==> src/core/bbm_pkg.sv <==
/*
  bbm_pkg: constants, flag carrier and shared decode helpers for the
  branch / bit-op / move decoder core.
  Assumes a single 100 MHz core clock and an APB register port.
*/
package bbm_pkg;

  // ==========================================================================
  // register map (byte addresses on the APB port)
  localparam logic [7:0]  BBM_OFF_CTRL  = 8'h00;  // bit0 run
  localparam logic [7:0]  BBM_OFF_IP    = 8'h04;  // instruction pointer, load while halted
  localparam logic [7:0]  BBM_OFF_FLAGS = 8'h08;  // apc, in-service, pointer, flags
  localparam logic [7:0]  BBM_OFF_SP    = 8'h0C;  // stack pointer
  localparam logic [7:0]  BBM_OFF_LC    = 8'h10;  // loop counters, 1 high / 0 low
  localparam logic [7:0]  BBM_OFF_ACC   = 8'h14;  // active working register
  localparam logic [15:0] BBM_IP_RST    = 16'h0000;
  localparam logic [15:0] BBM_SP_RST    = 16'h0000;
  localparam logic [15:0] BBM_WORD_RST  = 16'h0000;

  // ==========================================================================
  // storage sizes and pointer-control fields
  localparam int BBM_STK_DEPTH  = 16;
  localparam int BBM_DMEM_DEPTH = 32;
  localparam int BBM_MREG_DEPTH = 192;  // six modules of 32 words
  localparam int BBM_APC_INC    = 0;
  localparam int BBM_APC_DEC    = 1;
  localparam int BBM_APC_CLR    = 7;

  // ==========================================================================
  // opcode fields
  localparam logic [15:0] BBM_OP_CPL    = 16'h8A1A;
  localparam logic [15:0] BBM_OP_CPLC   = 16'hDA2A;
  localparam logic [7:0]  BBM_HI_ANDB   = 8'h9A;
  localparam logic [6:0]  BBM_OP_CMP    = 7'h78;
  localparam logic [6:0]  BBM_OP_CALL   = 7'h3D;
  localparam logic [3:0]  BBM_NIB_JUMP  = 4'hC;
  localparam logic [3:0]  BBM_NIB_STK   = 4'hD;
  localparam logic [3:0]  BBM_NIB_ACC   = 4'hA;
  localparam logic [3:0]  BBM_NIB_AREG  = 4'h9;
  localparam logic [3:0]  BBM_NIB_DP    = 4'hF;
  localparam logic [3:0]  BBM_NIB_PFX   = 4'hB;
  localparam logic [3:0]  BBM_NIB_BIT   = 4'h7;
  localparam logic [7:0]  BBM_SRC_AP    = 8'h08;
  localparam logic [7:0]  BBM_SRC_APC   = 8'h18;
  localparam logic [7:0]  BBM_SRC_PSF   = 8'h48;
  localparam logic [7:0]  BBM_SRC_ACC   = 8'h0A;
  localparam logic [7:0]  BBM_SRC_AACT  = 8'h1A;
  localparam logic [7:0]  BBM_SRC_IP    = 8'h0C;
  localparam logic [7:0]  BBM_SRC_STK   = 8'h0D;
  localparam logic [7:0]  BBM_SRC_SP    = 8'h1D;
  localparam logic [7:0]  BBM_SRC_STKI  = 8'h8D;
  localparam logic [6:0]  BBM_DST_AP    = 7'h08;
  localparam logic [6:0]  BBM_DST_APC   = 7'h18;
  localparam logic [6:0]  BBM_DST_PSF   = 7'h48;
  localparam logic [6:0]  BBM_DST_ACC   = 7'h0A;
  localparam logic [6:0]  BBM_DST_PUSH  = 7'h0D;
  localparam logic [6:0]  BBM_DST_SP    = 7'h1D;

  // processor flags, packed as the low nibble of the flag byte
  typedef struct packed {
    logic z;
    logic s;
    logic c;
    logic e;
  } bbm_flags_t;

  // two's-complement offset widened to a word
  function automatic logic [15:0] bbm_sext8(input logic [7:0] v);
    bbm_sext8 = {{8{v[7]}}, v};
  endfunction

  // low nibble of a specifier that names a peripheral module 0..5
  function automatic logic bbm_is_mod(input logic [3:0] low);
    bbm_is_mod = !low[3] && (low[2:0] <= 3'd5);
  endfunction

endpackage

==> src/core/bbm_core.sv <==
/*
  bbm_core: executes carry bit logic, complement, compare, call, count-down
  branch, jumps and the general move, one instruction per clock while run.
  Assumes program memory answers combinationally on instr for pm_addr, and
  an APB master on the register port.
*/
// The APB slave port and the register addresses are this design's own decisions.
// Notes on behaviour
// [RULE_01] carry becomes carry AND chosen working-register bit
// [RULE_02] call pushes next address, then loads pointer
// [RULE_03] short immediate call is relative to pointer
// [RULE_04] prefixed immediate call is absolute, prefix high
// [RULE_05] register-sourced call always absolute sixteen bits
// [RULE_06] compare sets equal flag on match, else clears
// [RULE_07] complement working register, update sign and zero
// [RULE_08] invert carry, nothing else changes
// [RULE_09] count-down branch decrements counter, branches if nonzero
// [RULE_10] plain jump loads relative or absolute target
// [RULE_11] jump target form chosen like the call
// [RULE_12] carry jumps on set, inverse on clear
// [RULE_13] zero jumps on set, inverse on clear
// [RULE_14] equal jumps on flag; software gives immediates only
// [RULE_15] sign jump only on set, else advance
// [RULE_16] move copies source, updates flags by destination
// [RULE_17] source top bit clear means literal byte
// [RULE_18] module codes pick registers, prefix picks upper half
// [RULE_19] plain working-register read steps pointer per control
// [RULE_20] stack-top read pops; variant also clears in-service
// [RULE_21] data pointer reads plain, post-increment, post-decrement
// [RULE_22] byte into word zero-fills unless prefix loaded
// [RULE_23] short offsets are signed and sign-extended
`timescale 1ns/1ps
module bbm_core import bbm_pkg::*; (
  input  wire logic        pclk,
  input  wire logic        presetn,
  input  wire logic        psel,
  input  wire logic        penable,
  input  wire logic        pwrite,
  input  wire logic [7:0]  paddr,
  input  wire logic [31:0] pwdata,
  output logic      [31:0] prdata,
  output logic             pready,
  output logic             pslverr,
  input  wire logic [15:0] instr,
  output logic      [15:0] pm_addr,
  output logic             in_service
);

  // ==========================================================================
  // state
  logic [15:0] ip_q;
  logic [15:0] sp_q;
  logic [15:0] lc_q    [2];
  logic [15:0] dp_q    [2];
  logic [15:0] acc_q   [16];
  logic [3:0]  ap_q;
  logic [7:0]  apc_q;
  bbm_flags_t  flags_q;
  logic        ins_q;
  logic [7:0]  pfx_data_q;
  logic [2:0]  pfx_idx_q;
  logic        pfx_vld_q;
  logic        run_q;
  logic [31:0] prdata_q;
  logic        pready_q;
  logic        pslverr_q;
  logic [15:0] stk_mem  [BBM_STK_DEPTH];
  logic [15:0] dmem     [BBM_DMEM_DEPTH];
  logic [15:0] mreg     [BBM_MREG_DEPTH];

  // ==========================================================================
  // instruction fields and class decode
  wire        f      = instr[15];
  wire [6:0]  op7    = instr[14:8];
  wire [7:0]  s8     = instr[7:0];
  wire        exec   = run_q;
  wire        is_cpl  = (instr == BBM_OP_CPL);
  wire        is_cplc = (instr == BBM_OP_CPLC);
  wire        is_andb = (instr[15:8] == BBM_HI_ANDB) && (instr[3:0] == BBM_NIB_ACC);
  wire        is_cmp  = (op7 == BBM_OP_CMP);
  wire        is_call = (op7 == BBM_OP_CALL);
  wire        is_count_down_branch = (op7[6:5] == 2'b10) && (op7[3:0] == BBM_NIB_STK);
  wire        is_jump = (op7[3:0] == BBM_NIB_JUMP);
  // the accumulator group and bit forms reuse move codes; they are not moves,
  // but a literal byte into the register stays a move whatever its low nibble
  wire        alu_grp = (op7[3:0] == BBM_NIB_ACC) &&
                        (op7[6:4] != 3'd0 || (f && s8[3:0] == BBM_NIB_ACC));
  wire        bit_grp = (op7[3:0] == BBM_NIB_BIT) || (f && s8[3:0] == BBM_NIB_BIT);
  wire        is_move = !(is_cmp || is_call || is_count_down_branch || is_jump || alu_grp || bit_grp);
  wire        src_rd  = exec && f && (is_move || is_cmp || is_jump || is_call || is_count_down_branch);

  // ==========================================================================
  // prefix use: register 0 gives a high byte, any other index the upper bank
  wire        pfx_hi  = pfx_vld_q && (pfx_idx_q == 3'd0);
  wire        bank    = pfx_vld_q && (pfx_idx_q != 3'd0);
  wire [15:0] acc_act = acc_q[ap_q];
  wire [7:0]  processor_flags     = {4'h0, flags_q};
  wire [7:0]  mreg_si = {s8[2:0], bank, s8[7:4]};                // see [RULE_18]
  wire        sdp_n   = s8[6];
  wire [15:0] sdp     = dp_q[sdp_n];
  wire [3:0]  ap_auto = apc_q[BBM_APC_INC] ? ap_q + 4'd1 :
                        apc_q[BBM_APC_DEC] ? ap_q - 4'd1 : ap_q;

  // source selection; only literal and byte registers are narrow
  logic [15:0] src_reg;
  logic        src8;
  always_comb begin
    src_reg = BBM_WORD_RST;
    src8    = 1'b0;
    if (!f) begin
      src_reg = {8'h00, s8};                                     // see [RULE_17]
      src8    = 1'b1;
    end else if (bbm_is_mod(s8[3:0])) begin
      src_reg = mreg[mreg_si];                                   // see [RULE_18]
    end else if (s8[3:0] == BBM_NIB_AREG) begin
      src_reg = acc_q[s8[7:4]];
    end else if (s8[3:0] == BBM_NIB_DP && !s8[7]) begin
      src_reg = (s8[5:4] == 2'b11) ? sdp : dmem[sdp[4:0]];       // see [RULE_21]
    end else if (s8[3:0] == BBM_NIB_STK && s8[7:5] == 3'b011) begin
      src_reg = lc_q[s8[4]];
    end else begin
      unique case (s8)
        BBM_SRC_AP:   begin src_reg = {12'h000, ap_q}; src8 = 1'b1; end
        BBM_SRC_APC:  begin src_reg = {8'h00, apc_q};  src8 = 1'b1; end
        BBM_SRC_PSF:  begin src_reg = {8'h00, processor_flags};    src8 = 1'b1; end
        BBM_SRC_ACC,
        BBM_SRC_AACT: src_reg = acc_act;
        BBM_SRC_IP:   src_reg = ip_q;
        BBM_SRC_STK,
        BBM_SRC_STKI: src_reg = stk_mem[sp_q[3:0]];
        BBM_SRC_SP:   src_reg = sp_q;
        default:      src_reg = BBM_WORD_RST;
      endcase
    end
  end

  // byte sources take the prefix byte on top or zero
  wire [7:0]  src_hi  = pfx_hi ? pfx_data_q : 8'h00;
  wire [15:0] src_val = src8 ? {src_hi, src_reg[7:0]} : src_reg;   // see [RULE_22]

  // ==========================================================================
  // branch decision and next pointer
  wire        rel     = !f && !pfx_hi;                           // see [RULE_03] [RULE_11]
  wire [15:0] rel_tgt = ip_q + bbm_sext8(s8);                    // see [RULE_23]
  wire [15:0] tgt     = rel ? rel_tgt : src_val;                 // see [RULE_04] [RULE_05]
  // condition index 0..7: always, Z, C, E, S, !Z, !C, !E
  wire [7:0]  cond_v  = {~flags_q.e, ~flags_q.c, ~flags_q.z, flags_q.s,
                         flags_q.e, flags_q.c, flags_q.z, 1'b1}; // see [RULE_14] [RULE_15]
  wire        jcond   = cond_v[op7[6:4]];                        // see [RULE_12] [RULE_13]
  wire [15:0] lc_dec  = lc_q[op7[4]] - 16'd1;
  wire        take    = (is_jump && jcond) || is_call ||         // see [RULE_10]
                        (is_count_down_branch && lc_dec != 16'd0);            // see [RULE_09]
  wire [15:0] ip_nxt  = ip_q + 16'd1;
  wire [15:0] ip_d    = take ? tgt : ip_nxt;

  // ==========================================================================
  // move destination decode
  wire        mv      = exec && is_move;
  wire [2:0]  dn      = op7[6:4];
  wire        ddp_n   = op7[6];
  wire [15:0] ddp     = dp_q[ddp_n];
  wire [15:0] ddp_adr = (op7[5:4] == 2'b01) ? ddp + 16'd1 :
                        (op7[5:4] == 2'b10) ? ddp - 16'd1 : ddp;
  wire        d_dpmem = mv && op7[3:0] == BBM_NIB_DP && op7[5:4] != 2'b11;
  wire        d_mod   = mv && bbm_is_mod(op7[3:0]);
  wire [7:0]  mreg_di = {op7[2:0], bank, 1'b0, dn};
  wire        d_push  = mv && op7 == BBM_DST_PUSH;
  wire        d_apc   = op7 == BBM_DST_APC;
  // flags after a write to the pointer, its control, or the register itself
  wire [15:0] sz_val  = (op7 == BBM_DST_AP) ? acc_q[src_val[3:0]] :
                        (d_apc && src_val[BBM_APC_CLR]) ? acc_q[0] :
                        d_apc ? acc_act : src_val;
  wire        sz_upd  = op7 == BBM_DST_AP || d_apc || op7 == BBM_DST_ACC;

  // ==========================================================================
  // apb slave: zero wait, one access cycle, registered answer
  wire        apb_set = psel && !penable;
  wire        apb_wr  = psel && penable && pwrite && pready_q;
  wire        hit     = paddr == BBM_OFF_CTRL || paddr == BBM_OFF_IP || paddr == BBM_OFF_FLAGS ||
                        paddr == BBM_OFF_SP || paddr == BBM_OFF_LC || paddr == BBM_OFF_ACC;
  wire [31:0] rd_mux  = (paddr == BBM_OFF_CTRL)  ? {31'h0000_0000, run_q} :
                        (paddr == BBM_OFF_IP)    ? {16'h0000, ip_q} :
                        (paddr == BBM_OFF_FLAGS) ? {8'h00, apc_q, 3'b000, ins_q, ap_q, processor_flags} :
                        (paddr == BBM_OFF_SP)    ? {16'h0000, sp_q} :
                        (paddr == BBM_OFF_LC)    ? {lc_q[1], lc_q[0]} :
                        (paddr == BBM_OFF_ACC)   ? {16'h0000, acc_act} : 32'h0000_0000;

  always_ff @(posedge pclk or negedge presetn) begin
    if (!presetn) begin
      prdata_q  <= 32'h0000_0000;
      pready_q  <= 1'b0;
      pslverr_q <= 1'b0;
    end else begin
      pready_q  <= apb_set;
      pslverr_q <= apb_set && !hit;
      if (apb_set) begin
        prdata_q <= pwrite ? 32'h0000_0000 : rd_mux;
      end
    end
  end

  assign prdata     = prdata_q;
  assign pready     = pready_q;
  assign pslverr    = pslverr_q;
  assign pm_addr    = ip_q;
  assign in_service = ins_q;

  // ==========================================================================
  // core registers; a pointer write while halted lets software place the core
  always_ff @(posedge pclk or negedge presetn) begin
    if (!presetn) begin
      ip_q       <= BBM_IP_RST;
      sp_q       <= BBM_SP_RST;
      lc_q[0]    <= BBM_WORD_RST;
      lc_q[1]    <= BBM_WORD_RST;
      dp_q[0]    <= BBM_WORD_RST;
      dp_q[1]    <= BBM_WORD_RST;
      for (int i = 0; i < 16; i++) begin
        acc_q[i] <= BBM_WORD_RST;
      end
      ap_q       <= 4'h0;
      apc_q      <= 8'h00;
      flags_q    <= '0;
      ins_q      <= 1'b0;
      pfx_data_q <= 8'h00;
      pfx_idx_q  <= 3'd0;
      pfx_vld_q  <= 1'b0;
      run_q      <= 1'b0;
    end else begin
      if (apb_wr && paddr == BBM_OFF_CTRL) begin
        run_q <= pwdata[0];
      end
      if (apb_wr && paddr == BBM_OFF_IP && !run_q) begin
        ip_q <= pwdata[15:0];
      end
      // in-service is preset only while halted, so it never races a pop
      if (apb_wr && paddr == BBM_OFF_FLAGS && !run_q) begin
        ins_q <= pwdata[12];
      end
      if (exec) begin
        ip_q      <= ip_d;
        pfx_vld_q <= 1'b0;                 // a prefix lives for one instruction
        if (is_andb) begin
          flags_q.c <= flags_q.c & acc_act[s8[7:4]];             // see [RULE_01]
        end
        if (is_cplc) begin
          flags_q.c <= ~flags_q.c;                               // see [RULE_08]
        end
        if (is_cpl) begin
          acc_q[ap_q] <= ~acc_act;                               // see [RULE_07]
          flags_q.s   <= ~acc_act[15];
          flags_q.z   <= acc_act == 16'hFFFF;
        end
        if (is_cmp) begin
          flags_q.e <= acc_act == src_val;                       // see [RULE_06]
        end
        if (is_count_down_branch) begin
          lc_q[op7[4]] <= lc_dec;                                // see [RULE_09]
        end
      end
      // side effects of reading a register source
      if (src_rd && s8 == BBM_SRC_ACC) begin
        ap_q <= ap_auto;                                         // see [RULE_19]
      end
      if (src_rd && (s8 == BBM_SRC_STK || s8 == BBM_SRC_STKI)) begin
        sp_q <= sp_q - 16'd1;                                    // see [RULE_20]
      end
      if (src_rd && s8 == BBM_SRC_STKI) begin
        ins_q <= 1'b0;                                           // see [RULE_20]
      end
      if (src_rd && s8[3:0] == BBM_NIB_DP && !s8[7] && s8[5:4] == 2'b01) begin
        dp_q[sdp_n] <= sdp + 16'd1;                              // see [RULE_21]
      end
      if (src_rd && s8[3:0] == BBM_NIB_DP && !s8[7] && s8[5:4] == 2'b10) begin
        dp_q[sdp_n] <= sdp - 16'd1;                              // see [RULE_21]
      end
      if (exec && (is_call || (is_move && op7 == BBM_DST_PUSH))) begin
        sp_q <= sp_q + 16'd1;                                    // see [RULE_02]
      end
      // destination writes; a written pointer beats its auto-step
      if (mv) begin
        if (sz_upd) begin
          flags_q.s <= sz_val[15];                               // see [RULE_16]
          flags_q.z <= sz_val == 16'h0000;
        end
        if (op7[3:0] == BBM_NIB_AREG) begin
          acc_q[{bank, dn}] <= src_val;
        end
        if (op7 == BBM_DST_ACC) begin
          acc_q[ap_q] <= src_val;
        end
        if (op7 == BBM_DST_AP) begin
          ap_q <= src_val[3:0];
        end
        if (d_apc) begin
          apc_q <= src_val[7:0];
          if (src_val[BBM_APC_CLR]) begin
            ap_q <= 4'h0;
          end
        end
        if (op7 == BBM_DST_PSF) begin
          flags_q.c <= src_val[1];                               // see [RULE_16]
          flags_q.e <= src_val[0];
        end
        if (op7[3:0] == BBM_NIB_PFX) begin
          pfx_data_q <= src_val[7:0];
          pfx_idx_q  <= dn;
          pfx_vld_q  <= 1'b1;
        end
        if (op7 == BBM_DST_SP) begin
          sp_q <= src_val;
        end
        if (op7[6:5] == 2'b11 && op7[3:0] == BBM_NIB_STK) begin
          lc_q[op7[4]] <= src_val;
        end
        if (op7[3:0] == BBM_NIB_DP) begin
          dp_q[ddp_n] <= (op7[5:4] == 2'b11) ? src_val : ddp_adr;
        end
      end
    end
  end

  // ==========================================================================
  // stack, data memory and module registers: no reset, contents are software's
  always_ff @(posedge pclk) begin
    if (exec && is_call) begin
      stk_mem[sp_q[3:0] + 4'd1] <= ip_nxt;                       // see [RULE_02]
    end
    if (d_push) begin
      stk_mem[sp_q[3:0] + 4'd1] <= src_val;
    end
    if (d_dpmem) begin
      dmem[ddp_adr[4:0]] <= src_val;
    end
    if (d_mod) begin
      mreg[mreg_di] <= src_val;
    end
  end
endmodule

==> config.mk <==
export PLATFORM = sky130hd
export DESIGN_NAME = bbm_core
export DESIGN_NICKNAME = d
export VERILOG_FILES = /design/src/core/bbm_pkg.sv /design/src/core/bbm_core.sv
export SDC_FILE = /design/constraint.sdc
export NUM_CORES = 2
export LEC_CHECK = 0
export BUFFER_PORTS_ARGS = -buffer_cell sky130_fd_sc_hd__buf_2
export CAP_MARGIN = 30
export CORE_MARGIN = 2
export CORE_UTILIZATION = 40
export DETAILED_ROUTE_END_ITERATION = 10
export HOLD_SLACK_MARGIN = 0.12
export PLACE_DENSITY_LB_ADDON = 0.08
export SYNTH_ARGS = -nofsm -noshare
export SYNTH_HDL_FRONTEND = slang
export SYNTH_SLANG_ARGS = --single-unit
==> constraint.sdc <==
create_clock -name pclk -period 8.59 [get_ports pclk]
set_input_delay 0.4295 -clock pclk [delete_from_list [all_inputs] [get_ports pclk]]
set_output_delay 0.4295 -clock pclk [all_outputs]
set_load 0.005 [all_outputs]
==> flow_metrics.env <==
export IMPL_status="completed"
export IMPL_synth_simple_area_share_pct=8.178
export IMPL_die_area_um2=307600
export IMPL_worstPathArrival_ns=7.58
export IMPL_highest_layer="met5"
export IMPL_drtAntennaViolNets=0
export IMPL_fin_skew_ns=0.04637
export IMPL_final_util_pct=45.88
export IMPL_path_class="reg -> reg"
export IMPL_cts_buffers=313
export IMPL_required_ns=9.41
export IMPL_rsz0062_at_grt="false"
export IMPL_worst_path_max_delay_cell="a2111oi_0"
export IMPL_clkLatencyLatePin_ns=0.93
export IMPL_r2r_slack_ns=1.82
export IMPL_ys_ff_latch=2720
export IMPL_wl_per_cell_um=34.57
export IMPL_p_per_area_nw_per_um2=254.4
export IMPL_crit_chain="mux4_2 > a22oi_1 > nand2_1 > a2111oi_0 > o21ai_0 > o22ai_4 > buf_4 > or4b_1 > o41ai_2 > nand4bb_1 > a31oi_1"
export IMPL_nets=8545
export IMPL_grt_pass1_wl_um=613200
export IMPL_cts_resized=0
export IMPL_yosysTopAreaCellShare_pct=57.04
export IMPL_gp_congestion=0.9387
export IMPL_synth_edff_count=2304
export IMPL_fin_crit_sh_pct=78.77
export IMPL_maxCapViolCount=0
export IMPL_finalWorstSetupSlack_ns=1.823
export IMPL_avgSynthCellArea_um2=14.87
export IMPL_synth_top_cell_by_area="edfxtp_1"
export IMPL_synth_xor_area_share_pct=0.8954
export IMPL_stdcell_area_um2=138700
export IMPL_cp_max_fo=35
export IMPL_clockRootBuffer="clkbuf_16"
export IMPL_cts_path_max_buffers=4
export IMPL_async_flop_share_pct=15.29
export IMPL_fillerInstances=26510
export IMPL_preCtsSetupSlack_ns=1.557
export IMPL_track_usage_pct=28.12
export IMPL_synth_cell_types=107
export IMPL_worst_path_buf_inv=1
export IMPL_leakage_uw=0.04673
export IMPL_fmax_ghz=0.1478
export IMPL_netlist_area_um2=121300
export IMPL_antenna_found_initial=37
export IMPL_routed_wl_um=438600
export IMPL_place_inst=12080
export IMPL_synth_compound_area_share_pct=6.807
export IMPL_io_buffer_count=95
export IMPL_fp_dieW_um=554.7
export IMPL_start_kind="flop"
export IMPL_synthAdderAreaFrac_pct=0.3466
export IMPL_final_max_slew_viol_count=0
export IMPL_setup_tns_ns=0
export IMPL_multi_input_area_um2=39090
export IMPL_drtIter0Drc=9617
export IMPL_synth_top_family_by_area="multiplexers"
export IMPL_place_area_um2=128400
export IMPL_yosys_mux_area_fraction_pct=15.55
export IMPL_drt_met1_wl_um=181400
export IMPL_drc=0
export IMPL_slew_headroom_pct=16.00
export IMPL_syn_to_final_growth_pct=14.36
export IMPL_tightest_slew_ns=1.228
export IMPL_syn_num_nets=8252
export IMPL_crit_path_max_incr_delay_ns=1.24
export IMPL_yosysSeqAreaShare_pct=65.63
export IMPL_cts_num_sinks=2720
export IMPL_dp_hpwl_um=280100
export IMPL_vias=78620
export IMPL_final_hold_violation_count=0
export IMPL_htreeDepth=5
export IMPL_path_clk_slew_ns=0.06
export IMPL_fp_coreArea_um2=302300
export IMPL_pin_count=112
export IMPL_vdd_ir_drop_max_mv=0.2078
export IMPL_setup_violations=0
export IMPL_yosysWarningCount=0
export IMPL_ff_latch_area_um2=79610
export IMPL_route_met2_wl_um=199500
export IMPL_synthCells=8158
export IMPL_synthFlopType="edfxtp_1"
export IMPL_rows=202
export IMPL_dr_wl_met3_um=35780
export IMPL_cpLargestDelayFamily="compound AO/OA/AOI/OAI gates"
export IMPL_fin_crit_ns=6.767
export IMPL_yosys_top_cells_area="edfxtp_1 57%, mux4_2 11%, dfrtp_1 8.6%"
export IMPL_via_per_inst=6.196
export IMPL_start_util_pct=40.12
export IMPL_gr_total_overflow=0
export IMPL_hp_class="in -> async"
export IMPL_final_cells=12690
export IMPL_cts_tree="yes"
export IMPL_layout_drive_gt1_share_pct=20.74
export IMPL_grt_max_degree=130
export IMPL_die_y_um=554.7
export IMPL_grt_pass1_vias=76360
export IMPL_dr_pass1_iters=8
export IMPL_critPathCaptureType="flop"
per-stage QoR:
stage	hold slack [ns]	total power [µW]
4_1_cts	0.1695	35420
5_1_grt	0.2410	36370
3_5_place_dp	0.4733	22280
3_3_place_gp	0.4622	22170
6_report	0.1684	35280
2_1_floorplan	0.1339	19460
flip-flops by register name, indices dropped and copies added, names as in the netlist, 3 cells and up:
| name | flops |
|---|---|
| lc_q | 32 |
| acc_q | 256 |
| apc_q | 8 |
| ap_q | 4 |
| pfx_idx_q | 3 |
| dmem | 512 |
| sp_q | 16 |
| cond_v | 4 |
| dp_q | 32 |
| prdata | 32 |
| stk_mem | 256 |
| mreg | 1536 |
| pfx_data_q | 8 |
| pm_addr | 16 |
cells in the mapped netlist (52+ instances only):
master / n
nand2_1: 1063
xnor2_1: 74
buf_2: 117
nand4_1: 62
mux2i_1: 408
edfxtp_1: 2304
mux4_2: 617
a21oi_1: 188
dfrtp_1: 416
nor4_1: 89
nand3_1: 245
o22ai_1: 101
a22oi_1: 81
a31oi_1: 52
o21ai_0: 566
inv_1: 55
nor3_1: 109
clkbuf_1: 329
nor2_1: 414
final timing paths:
| check | from | endpoint | cells past startpoint |
|---|---|---|---|
| min | presetn | prdata[13] | 2 |
| max reg2reg | ap_q[0] | cond_v[1] | 11 |
| max | ap_q[0] | cond_v[1] | 11 |
| max in group asynchronous | presetn | dp_q[20] | 3 |
| min reg2reg | prdata[14] | prdata[14] | 2 |
| min in group pclk | paddr[6] | prdata[1] | 6 |
per-layer routing:
layer  vias to the layer above  track usage [%]
li1                      32550                -
met1                     41490            38.96
met2                      3694            43.41
met3                       874            5.081
met4                        16            12.41
met5                         -                0
layout make-up:
| type | count | share of cell area [%] |
|---|---|---|
| flip-flops and latches | 2720 | 57.40 |
| multi-input cells | 4789 | 28.18 |
| clock buffers | 400 | 6.054 |
| well taps | 3978 | 3.588 |
| repair buffers | 563 | 3.432 |
| clock inverters | 157 | 1.101 |
| inverters | 64 | 0.2147 |
| diodes | 18 | 0.03248 |
worst register-to-register path, stage by stage (launching register included):
cell	delay, ns
dfrtp_4	0.98
mux4_2	0.68
a22oi_1	0.35
nand2_1	0.57
a2111oi_0	1.24
o21ai_0	0.46
o22ai_4	0.88
buf_4	0.38
or4b_1	0.47
o41ai_2	0.33
nand4bb_1	0.13
a31oi_1	0.19
logic make-up (layout without fill, tap and decap cells):
family	after synthesis	count (layout)
xor gates and xnor gates	124	124
other	0	18
and+or+nand+nor	2229	2229
DFF	2720	2720
buffers and inverters	649	1184
AOI/OAI and AO/OA	1326	1326
muxes	1077	1077
adders and majority gates	33	33
layout by cell type (no fill, tap or decap), types with 25 or more instances in the layout:
cell,n
clkbuf_1,70
nand4_1,62
o22ai_1,101
ha_1,32
mux2i_1,405
buf_4,381
nand3_1,245
bufinv_16,25
a311oi_1,38
a21oi_1,187
a211oi_1,30
nor4_1,78
nor2_1,322
dfrtp_1,412
a22oi_1,81
clkinv_2,47
nor2b_1,42
and3_1,50
clkbuf_16,319
clkinv_1,62
mux2_2,29
nand2_1,1062
inv_1,41
o21ai_0,565
o211ai_1,39
edfxtp_1,2304
a31oi_1,52
buf_2,95
mux4_2,617
nor3_1,95
and2_1,40
xor2_1,50
xnor2_1,74
nor2_2,88
timing repair:
item,in CTS,in global routing
hold buffers,21,0
buffers inserted,0,0
endpoints found under the hold margin,130,0
power breakdown:
part           total, µW  leakage (µW)  internal [µW]  switching [µW]
combinational       6580        0.0154           2110            4470
sequential         15500        0.0265          15000             589
clock              13200       0.00485           7660            5490
Note: power is estimated with default switching activity, not from simulation.
